==> src/inc/ppc_pkg.sv <==
// Shared constants and types for the transceiver pin configuration block.
// Assumes a 20 MHz system clock and a 32-bit APB register bus.
package ppc_pkg;

   localparam int CLK_PERIOD_NS = 50;

   // Register indices as printed; byte address is four times the index
   localparam logic [7:0] IDX_CTRL = 8'h00;
   localparam logic [7:0] IDX_IND = 8'h1e;
   localparam logic [7:0] IDX_STAT = 8'h1f;
   localparam logic [7:0] ADDR_CTRL = 8'h00;
   localparam logic [7:0] ADDR_IND = 8'h78;
   localparam logic [7:0] ADDR_STAT = 8'h7c;

   // Field positions
   localparam int CTRL_SPEED_BIT = 13;
   localparam int IND_MODE_HI = 15;
   localparam int IND_MODE_LO = 14;
   localparam int STAT_ADDR_LO = 0;
   localparam int STAT_IFSEL_LO = 5;
   localparam int STAT_RMII_BIT = 8;
   localparam int STAT_RSVD_BIT = 9;
   localparam int STAT_BADADDR_BIT = 10;
   localparam int STAT_PREAMBLE_BIT = 11;
   localparam int STAT_DONE_BIT = 12;

   // Values after reset
   localparam logic [1:0] IND_MODE_RESET = 2'h0;
   localparam logic [1:0] STATION_UPPER = 2'h0;
   localparam logic [31:0] PRDATA_RESET = 32'h0000_0000;

   // Indicator modes
   localparam logic [1:0] IND_SPEED = 2'h0;
   localparam logic [1:0] IND_ACTIVITY = 2'h1;

   // Interface-select codes
   localparam logic [2:0] IFSEL_MII = 3'h0;
   localparam logic [2:0] IFSEL_RMII = 3'h1;
   localparam logic [2:0] IFSEL_MII_PRE = 3'h4;

   // Activity blink period
   localparam int BLINK_TIME_MS = 50;
   localparam int BLINK_CYCLES = BLINK_TIME_MS * 1000000 / CLK_PERIOD_NS;

   typedef enum logic [0:0] {
      SS_SAMPLE = 1'b0,
      SS_RUN = 1'b1
   } ppc_strap_state_t;

   typedef struct packed {
      logic speed;
      logic [2:0] stationId;
      logic [2:0] ifSel;
   } ppc_strap_t;

   typedef struct packed {
      logic en;
      logic [3:0] data;
   } ppc_mii_t;

endpackage

==> src/hw/ppc_sync2.sv <==
// Two-flop synchroniser for a group of asynchronous pins.
// Assumes each bit is independent; groups are realigned by the reader.
`timescale 1ns/1ps
module ppc_sync2 #(
   parameter int WIDTH = 1
) (
   input wire logic clk,
   input wire logic rst,
   input wire logic [WIDTH-1:0] asyncIn,
   output logic [WIDTH-1:0] syncOut
);
   logic [WIDTH-1:0] meta_reg;
   logic [WIDTH-1:0] sync_reg;

   always_ff @(posedge clk)
   begin
      if (rst)
      begin
         meta_reg <= '0;
         sync_reg <= '0;
      end
      else
      begin
         meta_reg <= asyncIn;
         sync_reg <= meta_reg;
      end
   end

   assign syncOut = sync_reg;
endmodule // ppc_sync2

==> src/hw/ppc_pin_cfg.sv <==
// Strap capture, speed/activity indicator and MII/RMII data pins of a 10/100 PHY.
// Assumes link clock and all pins are asynchronous to sys_clk and much slower.
// Notes on behaviour
// - Speed strap level is loaded into control register bit 13 at reset.
// - Indicator mode bits 15:14: 00 speed, 01 activity toggle, 11 reserved.
// - Strap pins are inputs during reset and driven outputs afterwards.
// - MII receive nibble follows link clock, valid only with data valid.
// - RMII sends two recovered bits per reference clock while data valid.
// - MII transmit nibbles accepted only while transmit enable is high.
// - RMII transmit captures two bits per reference clock with enable.
// - Transmit and receive data change in step with their link clock.
// - Three station-address straps latched at reset; 1 to 7 allowed.
// - Station address upper two bits are always zero.
// - Interface-select straps latched: 000 MII default, 001 RMII.
// - Code 100 is MII with preamble restore; other codes reserved. Here 100 runs as plain MII and only sets status bit 11.
//
// The register addresses and the APB slave port were decided locally.
`timescale 1ns/1ps
module ppc_pin_cfg
   import ppc_pkg::*;
#(
   parameter int BLINK_CYC = BLINK_CYCLES
) (
   input wire logic sys_clk,
   input wire logic rst,
   // APB slave
   input wire logic psel,
   input wire logic penable,
   input wire logic pwrite,
   input wire logic [7:0] paddr,
   input wire logic [31:0] pwdata,
   output logic [31:0] prdata,
   output logic pready,
   output logic pslverr,
   // Chip pins
   input wire logic chipResetN,
   input wire logic linkClk,
   input wire logic speedIndIn,
   output logic speed_activity_indicator,
   output logic speedIndOe,
   input wire logic [2:0] stationStrapIn,
   output logic [2:0] stationStrapOut,
   output logic [2:0] stationStrapOe,
   input wire logic [2:0] ifSelStrapIn,
   output logic [2:0] ifSelStrapOut,
   output logic [2:0] ifSelStrapOe,
   output logic [3:0] rxData,
   output logic rxValid,
   input wire logic [3:0] txData,
   input wire logic txEnable,
   // Core side
   input wire logic [3:0] recvData,
   input wire logic recvValid,
   output logic recvTake,
   output logic [3:0] txCapData,
   output logic txCapValid,
   output logic [4:0] stationAddr,
   output logic rmiiMode
);
   localparam int SYNC_W = 14;

   logic [SYNC_W-1:0] syncIn;
   logic [SYNC_W-1:0] syncOut;
   logic chipResetNSync;
   logic linkClkSync;
   ppc_strap_t strapSync;
   ppc_mii_t txSync;

   assign syncIn = {chipResetN, linkClk, speedIndIn, stationStrapIn, ifSelStrapIn,
                    txEnable, txData};

   ppc_sync2 #(
      .WIDTH(SYNC_W)
   ) u_sync (
      .clk(sys_clk),
      .rst(rst),
      .asyncIn(syncIn),
      .syncOut(syncOut)
   );

   assign chipResetNSync = syncOut[13];
   assign linkClkSync = syncOut[12];
   assign strapSync = syncOut[11:5];
   assign txSync = syncOut[4:0];

   // Strap capture
   ppc_strap_state_t strapState_reg, strapState_next;
   ppc_strap_t strap_reg, strap_next;
   logic speedSel_reg, speedSel_next;
   logic [1:0] indMode_reg, indMode_next;
   logic wrCtrl;
   logic wrInd;

   always_comb
   begin
      strapState_next = strapState_reg;
      strap_next = strap_reg;
      speedSel_next = speedSel_reg;
      indMode_next = indMode_reg;
      case (strapState_reg)
         SS_SAMPLE:
         begin
            strap_next = strapSync;
            speedSel_next = strapSync.speed;
            // leave only on chip reset release
            if (chipResetNSync)
               strapState_next = SS_RUN;
         end
         SS_RUN:
         begin
            if (!chipResetNSync)
            begin
               strapState_next = SS_SAMPLE;
               indMode_next = IND_MODE_RESET;
            end
            else
            begin
               if (wrCtrl)
                  speedSel_next = pwdata[CTRL_SPEED_BIT];
               if (wrInd)
                  indMode_next = pwdata[IND_MODE_HI:IND_MODE_LO];
            end
         end
         default:
            strapState_next = SS_SAMPLE;
      endcase
   end

   always_ff @(posedge sys_clk)
   begin
      if (rst)
      begin
         strapState_reg <= SS_SAMPLE;
         strap_reg <= '0;
         speedSel_reg <= 1'b0;
         indMode_reg <= IND_MODE_RESET;
      end
      else
      begin
         strapState_reg <= strapState_next;
         strap_reg <= strap_next;
         speedSel_reg <= speedSel_next;
         indMode_reg <= indMode_next;
      end
   end

   logic running;
   logic rmiiSel;
   logic ifReserved;
   logic badAddr;
   assign running = (strapState_reg == SS_RUN);
   // code 100 stays MII, reserved codes fall back to MII
   assign rmiiSel = (strap_reg.ifSel == IFSEL_RMII);
   assign ifReserved = (strap_reg.ifSel != IFSEL_MII) && (strap_reg.ifSel != IFSEL_RMII) &&
                       (strap_reg.ifSel != IFSEL_MII_PRE);
   // address 0 flagged as not allowed
   assign badAddr = (strap_reg.stationId == 3'h0);

   // Link clock edges
   logic linkPrev_reg;
   logic linkRise;
   logic linkFall;
   assign linkRise = linkClkSync & ~linkPrev_reg;
   assign linkFall = ~linkClkSync & linkPrev_reg;

   // Receive path
   ppc_mii_t rx_reg, rx_next;
   logic rxPhase_reg, rxPhase_next;
   logic take_reg, take_next;

   always_comb
   begin
      rx_next = rx_reg;
      rxPhase_next = rxPhase_reg;
      take_next = 1'b0;
      if (!running)
      begin
         rx_next = '0;
         rxPhase_next = 1'b0;
      end
      // receive pins change only after a link clock edge
      else if (linkRise)
      begin
         if (!recvValid)
         begin
            // data forced idle when not valid
            rx_next = '0;
            rxPhase_next = 1'b0;
         end
         else if (!rmiiSel)
         begin
            // one nibble per clock with valid
            rx_next.en = 1'b1;
            rx_next.data = recvData;
            take_next = 1'b1;
         end
         else
         begin
            // two bits per reference clock, low pair first
            rx_next.en = 1'b1;
            rx_next.data = rxPhase_reg ? {2'h0, recvData[3:2]} : {2'h0, recvData[1:0]};
            rxPhase_next = ~rxPhase_reg;
            take_next = rxPhase_reg;
         end
      end
   end

   // Transmit path
   ppc_mii_t txCap_reg, txCap_next;
   logic [1:0] txLow_reg, txLow_next;
   logic txPhase_reg, txPhase_next;

   always_comb
   begin
      txCap_next = txCap_reg;
      txCap_next.en = 1'b0;
      txLow_next = txLow_reg;
      txPhase_next = txPhase_reg;
      // sampled mid-period, away from the edge the MAC changes on
      if (!running)
         txPhase_next = 1'b0;
      else if (linkFall)
      begin
         if (!txSync.en)
            txPhase_next = 1'b0;
         else if (!rmiiSel)
         begin
            txCap_next.en = 1'b1;
            txCap_next.data = txSync.data;
         end
         // two bits captured per reference clock
         else if (!txPhase_reg)
         begin
            txLow_next = txSync.data[1:0];
            txPhase_next = 1'b1;
         end
         else
         begin
            txCap_next.en = 1'b1;
            txCap_next.data = {txSync.data[1:0], txLow_reg};
            txPhase_next = 1'b0;
         end
      end
   end

   always_ff @(posedge sys_clk)
   begin
      if (rst)
      begin
         linkPrev_reg <= 1'b0;
         rx_reg <= '0;
         rxPhase_reg <= 1'b0;
         take_reg <= 1'b0;
         txCap_reg <= '0;
         txLow_reg <= 2'h0;
         txPhase_reg <= 1'b0;
      end
      else
      begin
         linkPrev_reg <= linkClkSync;
         rx_reg <= rx_next;
         rxPhase_reg <= rxPhase_next;
         take_reg <= take_next;
         txCap_reg <= txCap_next;
         txLow_reg <= txLow_next;
         txPhase_reg <= txPhase_next;
      end
   end

   // Indicator output; the blink counter is free running to save an enable path
   logic [31:0] blinkCnt_reg, blinkCnt_next;
   logic actSeen_reg, actSeen_next;
   logic blink_reg, blink_next;
   logic ind_reg, ind_next;
   logic wrap;
   assign wrap = (blinkCnt_reg == 32'(BLINK_CYC - 1));

   always_comb
   begin
      blinkCnt_next = wrap ? 32'h0 : blinkCnt_reg + 32'h1;
      // Activity seen in the same cycle as the wrap is kept
      actSeen_next = (rx_reg.en | txSync.en) | (actSeen_reg & ~wrap);
      blink_next = blink_reg;
      if (wrap)
         blink_next = actSeen_reg ? ~blink_reg : 1'b1;
      case (indMode_reg)
         // low at 100 Mbps, high at 10 Mbps
         IND_SPEED:
            ind_next = ~speedSel_reg;
         // high when idle, toggles on activity
         IND_ACTIVITY:
            ind_next = blink_reg;
         default:
            ind_next = 1'b1;
      endcase
   end

   always_ff @(posedge sys_clk)
   begin
      if (rst)
      begin
         blinkCnt_reg <= 32'h0;
         actSeen_reg <= 1'b0;
         blink_reg <= 1'b1;
         ind_reg <= 1'b1;
      end
      else
      begin
         blinkCnt_reg <= blinkCnt_next;
         actSeen_reg <= actSeen_next;
         blink_reg <= blink_next;
         ind_reg <= ind_next;
      end
   end

   // APB slave, one wait state per access
   logic [31:0] prdata_reg, prdata_next;
   logic pready_reg, pready_next;
   logic pslverr_reg, pslverr_next;
   logic access;
   logic hitCtrl;
   logic hitInd;
   logic hitStat;
   logic [15:0] statWord;

   assign access = psel & penable & ~pready_reg;
   assign hitCtrl = (paddr == ADDR_CTRL);
   assign hitInd = (paddr == ADDR_IND);
   assign hitStat = (paddr == ADDR_STAT);
   assign wrCtrl = access & pwrite & hitCtrl;
   assign wrInd = access & pwrite & hitInd;

   always_comb
   begin
      statWord = 16'h0;
      statWord[STAT_ADDR_LO +: 5] = {STATION_UPPER, strap_reg.stationId};
      statWord[STAT_IFSEL_LO +: 3] = strap_reg.ifSel;
      statWord[STAT_RMII_BIT] = rmiiSel;
      statWord[STAT_RSVD_BIT] = ifReserved;
      statWord[STAT_BADADDR_BIT] = badAddr;
      statWord[STAT_PREAMBLE_BIT] = (strap_reg.ifSel == IFSEL_MII_PRE);
      statWord[STAT_DONE_BIT] = running;
   end

   always_comb
   begin
      prdata_next = prdata_reg;
      pready_next = access;
      pslverr_next = 1'b0;
      if (access)
      begin
         prdata_next = PRDATA_RESET;
         if (hitCtrl)
            prdata_next[CTRL_SPEED_BIT] = speedSel_reg;
         else if (hitInd)
            prdata_next[IND_MODE_HI:IND_MODE_LO] = indMode_reg;
         else if (hitStat)
            prdata_next[15:0] = statWord;
         else
            pslverr_next = 1'b1;
         if (pwrite && hitStat)
            pslverr_next = 1'b1;
      end
   end

   always_ff @(posedge sys_clk)
   begin
      if (rst)
      begin
         prdata_reg <= PRDATA_RESET;
         pready_reg <= 1'b0;
         pslverr_reg <= 1'b0;
      end
      else
      begin
         prdata_reg <= prdata_next;
         pready_reg <= pready_next;
         pslverr_reg <= pslverr_next;
      end
   end

   // Pin drivers; strap pins float while sampling
   logic pinOe_reg;
   logic [4:0] addr_reg;
   logic rmii_reg;

   always_ff @(posedge sys_clk)
   begin
      if (rst)
      begin
         pinOe_reg <= 1'b0;
         addr_reg <= 5'h0;
         rmii_reg <= 1'b0;
      end
      else
      begin
         // drive only once reset is over
         pinOe_reg <= running;
         addr_reg <= {STATION_UPPER, strap_reg.stationId};
         rmii_reg <= rmiiSel;
      end
   end

   assign prdata = prdata_reg;
   assign pready = pready_reg;
   assign pslverr = pslverr_reg;
   assign speed_activity_indicator = ind_reg;
   assign speedIndOe = pinOe_reg;
   assign stationStrapOut = 3'h0;
   assign stationStrapOe = {3{pinOe_reg}};
   assign ifSelStrapOut = 3'h0;
   assign ifSelStrapOe = {3{pinOe_reg}};
   assign rxData = rx_reg.data;
   assign rxValid = rx_reg.en;
   assign recvTake = take_reg;
   assign txCapData = txCap_reg.data;
   assign txCapValid = txCap_reg.en;
   assign stationAddr = addr_reg;
   assign rmiiMode = rmii_reg;
endmodule // ppc_pin_cfg

==> config.mk <==
export PLATFORM = sky130hd
export DESIGN_NAME = ppc_pin_cfg
export DESIGN_NICKNAME = d
export VERILOG_FILES = /design/src/inc/ppc_pkg.sv /design/src/hw/ppc_sync2.sv /design/src/hw/ppc_pin_cfg.sv
export SDC_FILE = /design/constraint.sdc
export NUM_CORES = 1
export LEC_CHECK = 0
export ABC_AREA = 0
export ABC_CLOCK_PERIOD_IN_PS = 1900
export BUFFER_PORTS_ARGS = -buffer_cell sky130_fd_sc_hd__buf_2
export CAP_MARGIN = 0
export CORE_MARGIN = 2
export CORE_UTILIZATION = 25
export DETAILED_ROUTE_END_ITERATION = 16
export SETUP_SLACK_MARGIN = 0.15
export SLEW_MARGIN = 20
export SYNTH_ARGS = -nofsm -noshare
export SYNTH_HDL_FRONTEND = slang
export SYNTH_HIERARCHICAL = 1
export SYNTH_SLANG_ARGS = --single-unit
==> constraint.sdc <==
create_clock -name sys_clk -period 1.9 [get_ports sys_clk]
set_input_delay 0.285 -clock sys_clk [delete_from_list [all_inputs] [get_ports sys_clk]]
set_output_delay 0.285 -clock sys_clk [all_outputs]
set_load 0.05 [all_outputs]
# Yosys cells after proc, flatten, opt, wreduce, memory -nomap -nowiden
# Index checks and enable logic that the tools add are counted.
# totals
input_bits	64
word_cells	113
out_inout_bits	65
ff_bits	114
# op_classes
addsub	1
eq_ne	14
mux	29
n_reduce_logical	18
n_bitwise	24
# op_table
cell	n
13-bit two-way mux	3
32-bit by 1-bit adder with 32-bit output (second input constant)	1
32-bit by 20-bit == test with 1-bit output (second input constant)	1
8-bit by 7-bit == test with 1-bit output (second input constant)	2
1-bit two-way mux	15
5-bit two-way mux	3
1-bit inverter	14
2-bit two-way mux	5
1-bit AND	8
8-bit logical NOT	1
2-bit by 1-bit inequality test with 1-bit output (second input constant)	4
2-bit AND reduction	4
4-bit OR reduction	2
2-bit OR reduction	3
5-bit AND reduction	1
4-bit two-way mux	1
2-bit inequality test (second input constant)	2
1-bit one-hot mux with 2 select lines	2
4-bit AND reduction	1
3-bit by 1-bit == test with 1-bit output (second input constant)	1
3-bit == test (second input constant)	1
1-bit logical AND	3
3-bit logical NOT	1
3-bit by 1-bit inequality test with 1-bit output (second input constant)	1
other kinds (5)	6

# Depth between registers and ports, before layout
# Gate-level depths: netlist of run 1.
# depth
word_depth	7
ltp_mapped	6

# Modules after synthesis
# The synthesis of run 1 kept the hierarchy.
# modules_own_cells
module	area_each_um2	n_inst	seq_area_each_um2	cells_each
ppc_pin_cfg	3714.8	1	1641.6	424
ppc_sync2	778.2	1	560.5	58

# Worst setup path before layout of run 1
# No wires, ideal clock.
# synth_path
path_type	register to register
start	register blinkCnt_reg[8]
end	register blinkCnt_reg[30]
setup_time_ns	0.071
slack_ns	0.029
stages_incl_launch_ff	6
arrival_ns	1.800
path_buffers	1
path_cell_list	dfxtp_1 > buf_2 > nand4_2 > or4_4 > or4_1 > a21oi_1
# synth_via
elab_chain_cells	2
elab_cells_between_ends	3
# synth_rtl
item	line_no	source
start: declaration	ppc_pin_cfg.sv:271	logic [31:0] blinkCnt_reg, blinkCnt_next;
start signal: assignment	ppc_pin_cfg.sv:309	blinkCnt_reg <= blinkCnt_next;
branches (longest 2 deep; another with 32-bit by 1-bit adder with 32-bit output)	n/a	
# Parallel ways; which one is timed is not known.
# A chain may end at the register's enable or synchronous reset.

# Final worst setup path of run 1
# layout_path
start	register blinkCnt_reg[1]
end	register blinkCnt_reg[26]
# Same word-level chain as after synthesis.

==> metrics, run 1 <==
outcome=complete, no violations; arrival time worst endpoint=2.10 ns; die width=138 um; Worst Hold Path EP=u_sync/meta_reg[13]; final critical-path required period=1.87 ns; routed length per placed instance=12.3 um; Area Growth Syn to Fin=29.4%; initial antenna violation count=0; Hold Path Class=input port to flop; most frequent cells in the layout=dfxtp_1 (94), buf_2 (73), nor2_1 (53); Req. time, crit path=2.13 ns; final hold vios=0; Worst Path Max Fanout=6; Mapped Cells=482; final global-route overflow total=0; TritonCTS Sinks=110; dpl cells=792; Reg clk slew, reported paths=0.08 ns; first-pass GRT wire length=16,600 um; I/O Pins=129; Fmax achieved=534 MHz; Root Buffer=clkbuf_16; nets=659; Num CTS Buffers=9; # DRC=0; Power Dens Cells=788 mW/mm2; commonest non-fill, non-tap cell in the layout=dfxtp_1; RSZ-0062 raised after global routing=true; H-tree Lvls=3; ys flop type=dfxtp_1; TritonCTS clock tree=built; share of layout cells above drive strength 1=0.321; max reg flops=32; total wire length=10,200 um; Slew Limit Fails=0; Hold Startpoint=chipResetN; First-pass DRT Iterations=4; Die H=138 um; fraction of registers with async set/reset=0; worst-skew pair later-pin latency=0.35 ns; Final setup viols=0; vias per cell=4.41; FILL cells=1,835; number of I/O port buffers=73; reg2reg start=blinkCnt_reg[1]; crit path kind=flop to flop; Setup crit end kind=flop; crit path launch type=flop; Tcrit/Tclk final=0.985; ant diodes=0; number of synthesis warnings=6; CTS max path bufs=2; Avg Cell Area, Syn=9.32 um2; Rows=49; setup slack at placement=-0.0134 ns; largest net degree at the start of global routing=28; Non-Filler Instances=828; Max-Cap Viols=0; clk_skew=0.00787 ns; Yosys cell types=50; DR iter-0 viols=199; Total Power=4.59 mW; RR Endpoint=blinkCnt_reg[26]; GP Congestion=0.812; final worst setup slack=0.0278 ns; Max VDD drop=0.435 mV; R2R depth=8; Cell Area, Synth=0.00449 mm2; Die ar.=0.0191 mm2; All-Layer GR Usage=0.104; Via Count=3,652; Starting Density=0.253; Hold-fix buffers, CTS=0; Synth Register Bits=110; hpwl dp=6980 um; register area share after synthesis=0.490; WHS Path Cells=2; R2R Setup Slk=0.03 ns; number of enable flip-flop cells after synthesis=0; Routed Antenna Nets=0; P_leak=2.28 nW; vias in the first global route=3,284; core area=0.0178 mm2
worst max-delay path by stage:
stage / startpoint / endpoint / slack [ns] / cells past startpoint
2_1_floorplan: blinkCnt_reg[1] / blinkCnt_reg[20] / 0.11 / 6
3_3_place_gp: blinkCnt_reg[0] / blinkCnt_reg[24] / -0.002 / 5
3_5_place_dp: blinkCnt_reg[0] / blinkCnt_reg[31] / -0.01 / 5
4_1_cts: blinkCnt_reg[1] / blinkCnt_reg[24] / 0.04 / 6
5_1_grt: blinkCnt_reg[1] / blinkCnt_reg[26] / -0.03 / 8
6_report: blinkCnt_reg[1] / blinkCnt_reg[26] / 0.03 / 8
synthesized netlist by cell type (all sizes together) (2+ instances only):
master | instances | area, um2
dfxtp | 110 | 2200
nor2 | 53 | 199
buf | 38 | 282
nor2b | 27 | 169
a21oi | 24 | 120
nand2 | 21 | 78.8
nand3 | 19 | 95.1
clkbuf | 15 | 56.3
nand4 | 13 | 103
o21ai | 13 | 65.1
a22oi | 12 | 90.1
nor4 | 12 | 75.1
inv | 11 | 41.3
xnor2 | 11 | 96.3
mux2i | 10 | 100
or4 | 10 | 82.6
or3 | 9 | 56.3
and2b | 8 | 70.1
nor3 | 8 | 40.0
o31ai | 7 | 52.6
a211oi | 5 | 37.5
nand3b | 5 | 37.5
nor4b | 5 | 43.8
and3 | 4 | 25.0
and4 | 4 | 35.0
xor2 | 4 | 35.0
o41ai | 3 | 26.3
a22o | 2 | 17.5
a2bb2oi | 2 | 17.5
and2 | 2 | 12.5
or4b | 2 | 20.0
repair_timing:
item / CTS / global route
cloned: 3 / 1
endpoints found under the setup margin: 15 / 34
setup buffers: 12 / 4
pin swaps: 10 / 6
resized for setup: 23 / 20
per-stage QoR:
step                      hold slack (ns)   util  cell area [um2]  setup TNS (ns)
after detailed placement            0.429  0.293             5210         -0.0254
after global placement              0.427  0.293             5210        -0.00213
after CTS                           0.142  0.320             5680               0
final                               0.153  0.327             5820               0
after floorplan                     0.376      -             4640               0
after global routing                0.142  0.327             5820         -0.0597
metal layers:
metal | part of all wire | vias up | wire [um] | track usage
met5 | 0 | - | 0 | 0
met2 | 0.44 | 90 | 4460 | 0.159
li1 | - | 1887 | - | -
met3 | 0.043 | 11 | 439 | 0.0166
met4 | 0.015 | 0 | 156 | 0.0381
met1 | 0.50 | 1664 | 5100 | 0.148
worst max-delay path, cell delays in order (launching register included):
cell     delay [ns]
dfxtp_2        0.35
buf_6          0.10
ha_4           0.12
nand4_1        0.11
buf_4          0.16
or4_4          0.45
buf_4          0.16
o31ai_2        0.22
a21oi_1        0.09
report_power, final:
part	leakage [nW]	internal, mW	switching, mW
clock network	0.145	0.961	0.903
logic	1.23	0.111	0.242
registers	0.903	2.34	0.0238
total	2.28	3.42	1.17
layout make-up:
| cell class | instances | area (um2) | area share |
|---|---|---|---|
| tap | 229 | 287 | 0.0493 |
| timing repair buffer | 127 | 808 | 0.139 |
| sequential | 110 | 2230 | 0.383 |
| multi-input combinational | 335 | 2150 | 0.370 |
| clock inverter | 6 | 61.3 | 0.0105 |
| inverter | 11 | 41.3 | 0.00710 |
| clock buffer | 10 | 239 | 0.0411 |
cells by family after synthesis:
family	synth area share
buf+inv	0.0844
mux	0.0223
simple gates	0.266
other cells	0.000835
fa+ha+maj	0.00278
xor+xnor	0.0292
compound gates	0.104
flops	0.490
Note: power is estimated with default switching activity, not from simulation.
==> run 2, diff against run 1 <==
--- a/config.mk
+++ b/config.mk
@@ -12,6 +12,7 @@
 export CORE_MARGIN = 2
 export CORE_UTILIZATION = 25
 export DETAILED_ROUTE_END_ITERATION = 16
+export RECOVER_POWER = 25
 export SETUP_SLACK_MARGIN = 0.15
 export SLEW_MARGIN = 20
 export SYNTH_ARGS = -nofsm -noshare
==> run 2 against run 1 <==
Critical path depth is the same; routed wire length hardly changed; worst setup slack is essentially flat.
==> metrics, run 2 (synthesis gave the netlist of run 1 again) <==
final global-route overflow total=0 (unchanged); FILL cells=1,837 (+0.11%); Tightest Pin Transition=1.05 ns; I/O Pins=129 (unchanged); Pint=3.41 mW (about the same); worst-skew pair later-pin latency=0.35 ns (about the same); Die ar.=0.0191 mm2 (unchanged); crit-path leading delay family=simple AND/OR/NAND/NOR gates; register area=0.00223 mm2 (unchanged); clk_skew=0.00728 ns (-0.000593 ns); Reg clk slew, reported paths=0.08 ns (about the same); Hold-fix buffers, CTS=0 (unchanged); Num CTS Buffers=9 (unchanged); vias in the first global route=3,284 (unchanged); ant diodes=0 (unchanged); number of I/O port buffers=73 (unchanged); hpwl dp=6980 um (unchanged); # DRC=0 (unchanged); initial antenna violation count=0 (unchanged); final critical-path required period=1.87 ns (+0.000000300 ns); First-pass DRT Iterations=4 (unchanged); R2R depth=8 (unchanged); Total Power=4.58 mW (about the same); die width=138 um (unchanged); core area=0.0178 mm2 (unchanged); Hold Path Class=input port to flop; final instance area=0.00580 mm2 (-0.22%); Rows=49 (unchanged); Starting Density=0.253 (unchanged); TritonCTS Sinks=110 (unchanged); crit path launch type=flop; outcome=complete, no violations; commonest non-fill, non-tap cell in the layout=dfxtp_1; CTS max path bufs=2 (unchanged); Worst slew margin=0.301; arrival time worst endpoint=2.10 ns (about the same); crit path kind=flop to flop; Via Count=3,651 (-0.027%); Clk pwr share=0.407 (about the same); routed length per placed instance=12.3 um (about the same); DR iter-0 viols=198 (-0.50%); Power Dens Cells=790 mW/mm2 (+0.14%); Slew Limit Fails=0 (unchanged); WHS Path Cells=2 (unchanged); largest net degree at the start of global routing=28 (unchanged); first-pass GRT wire length=16,600 um (unchanged); All-Layer GR Usage=0.104 (unchanged); H-tree Lvls=3 (unchanged); sequential power share=0.517 (about the same); Setup crit end kind=flop; RSZ-0062 raised after global routing=true; total wire length=10,200 um (about the same); Placed Area=0.00521 mm2 (unchanged); multi-input logic area=0.00215 mm2 (unchanged); vias per cell=4.41 (about the same); Req. time, crit path=2.13 ns (about the same); share of layout cells above drive strength 1=0.314 (-0.00668); max reg flops=32 (unchanged); Crit path depth=8 (unchanged); P_leak=2.27 nW (-0.60%); Worst Path Max Fanout=6 (unchanged); Area Growth Syn to Fin=29.2%; switching pwr=1.17 mW (about the same); Die H=138 um (unchanged); Root Buffer=clkbuf_16; Routed Antenna Nets=0 (unchanged); most used cell, CP=buf_4; Max-Cap Viols=0 (unchanged); CP max stage delay=0.45 ns (about the same); Max VDD drop=0.435 mV (about the same); Comb pwr share=0.076 (about the same); Critical path buffers and inverters=3 (unchanged); Fmax achieved=534 MHz (unchanged); Final setup viols=0 (unchanged); CP max stage cell=or4_4; critical path, cell by cell=buf_6 -> ha_4 -> nand4_1 -> buf_4 -> or4_4 -> buf_4 -> o31ai_2 -> a21oi_1; TritonCTS clock tree=built; final hold vios=0 (unchanged); nets=659 (unchanged); Sw Share=0.255 (about the same); GP Congestion=0.812 (unchanged); Tcrit/Tclk final=0.985 (about the same); most frequent cells in the layout=dfxtp_1 (94), buf_2 (72), nor2_1 (53)
run 2: per-stage QoR:
step	std cells	hold WS, ns	utilization	setup TNS [ns]	setup slack [ns]
3_3_place_gp	792	0.427	0.293	-0.00213	-0.00213
3_5_place_dp	792	0.429	0.293	-0.0254	-0.0134
4_1_cts	823	0.142	0.320	0	0.0360
2_1_floorplan	507	0.376	-	0	0.111
5_1_grt	828	0.142	0.326	-0.0597	-0.0317
6_report	828	0.153	0.326	0	0.0278
run 2: layout make-up:
| class | count | share of cell area |
|---|---|---|
| repair buffers | 127 | 0.137 |
| inverters | 11 | 0.00712 |
| clock inverters | 6 | 0.0106 |
| multi-input cells | 335 | 0.370 |
| flip-flops and latches | 110 | 0.384 |
| clock buffers | 10 | 0.0412 |
| well taps | 229 | 0.0494 |
run 2: what timing repair did:
item	CTS	global route
setup endpoints to repair	15	34
buffers inserted	12	4
pin swaps	10	6
gates cloned	3	1
gates resized for setup	23	20
run 2: worst register-to-register path, stage by stage (launching register included):
cell and delay (ns):
dfxtp_2 0.35, buf_6 0.10, ha_4 0.12, nand4_1 0.11, buf_4 0.16, or4_4 0.45
buf_4 0.16, o31ai_2 0.22, a21oi_1 0.09
run 2: worst paths after layout:
kind,start,to,slack [ns]
max,blinkCnt_reg[1],blinkCnt_reg[26],0.03
min,chipResetN,u_sync/meta_reg[13],0.15
max reg2reg,blinkCnt_reg[1],blinkCnt_reg[26],0.03
min reg2reg,u_sync/meta_reg[10],u_sync/syncOut[10],0.45
run 2: power by group through the flow:
stage | logic, mW | clock network, mW | registers (mW)
2_1_floorplan | 0.268 | 0 | 2.44
3_3_place_gp | 0.326 | 0 | 2.43
3_5_place_dp | 0.327 | 0 | 2.43
4_1_cts | 0.349 | 1.92 | 2.37
5_1_grt | 0.377 | 2.00 | 2.37
6_report | 0.350 | 1.86 | 2.37
run 2: layer usage:
metal	global-route usage	vias up	share of wire
li1	-	1888	-
met1	0.148	1662	0.50
met2	0.159	90	0.44
met3	0.0166	11	0.043
met4	0.0381	0	0.015
met5	0	-	0
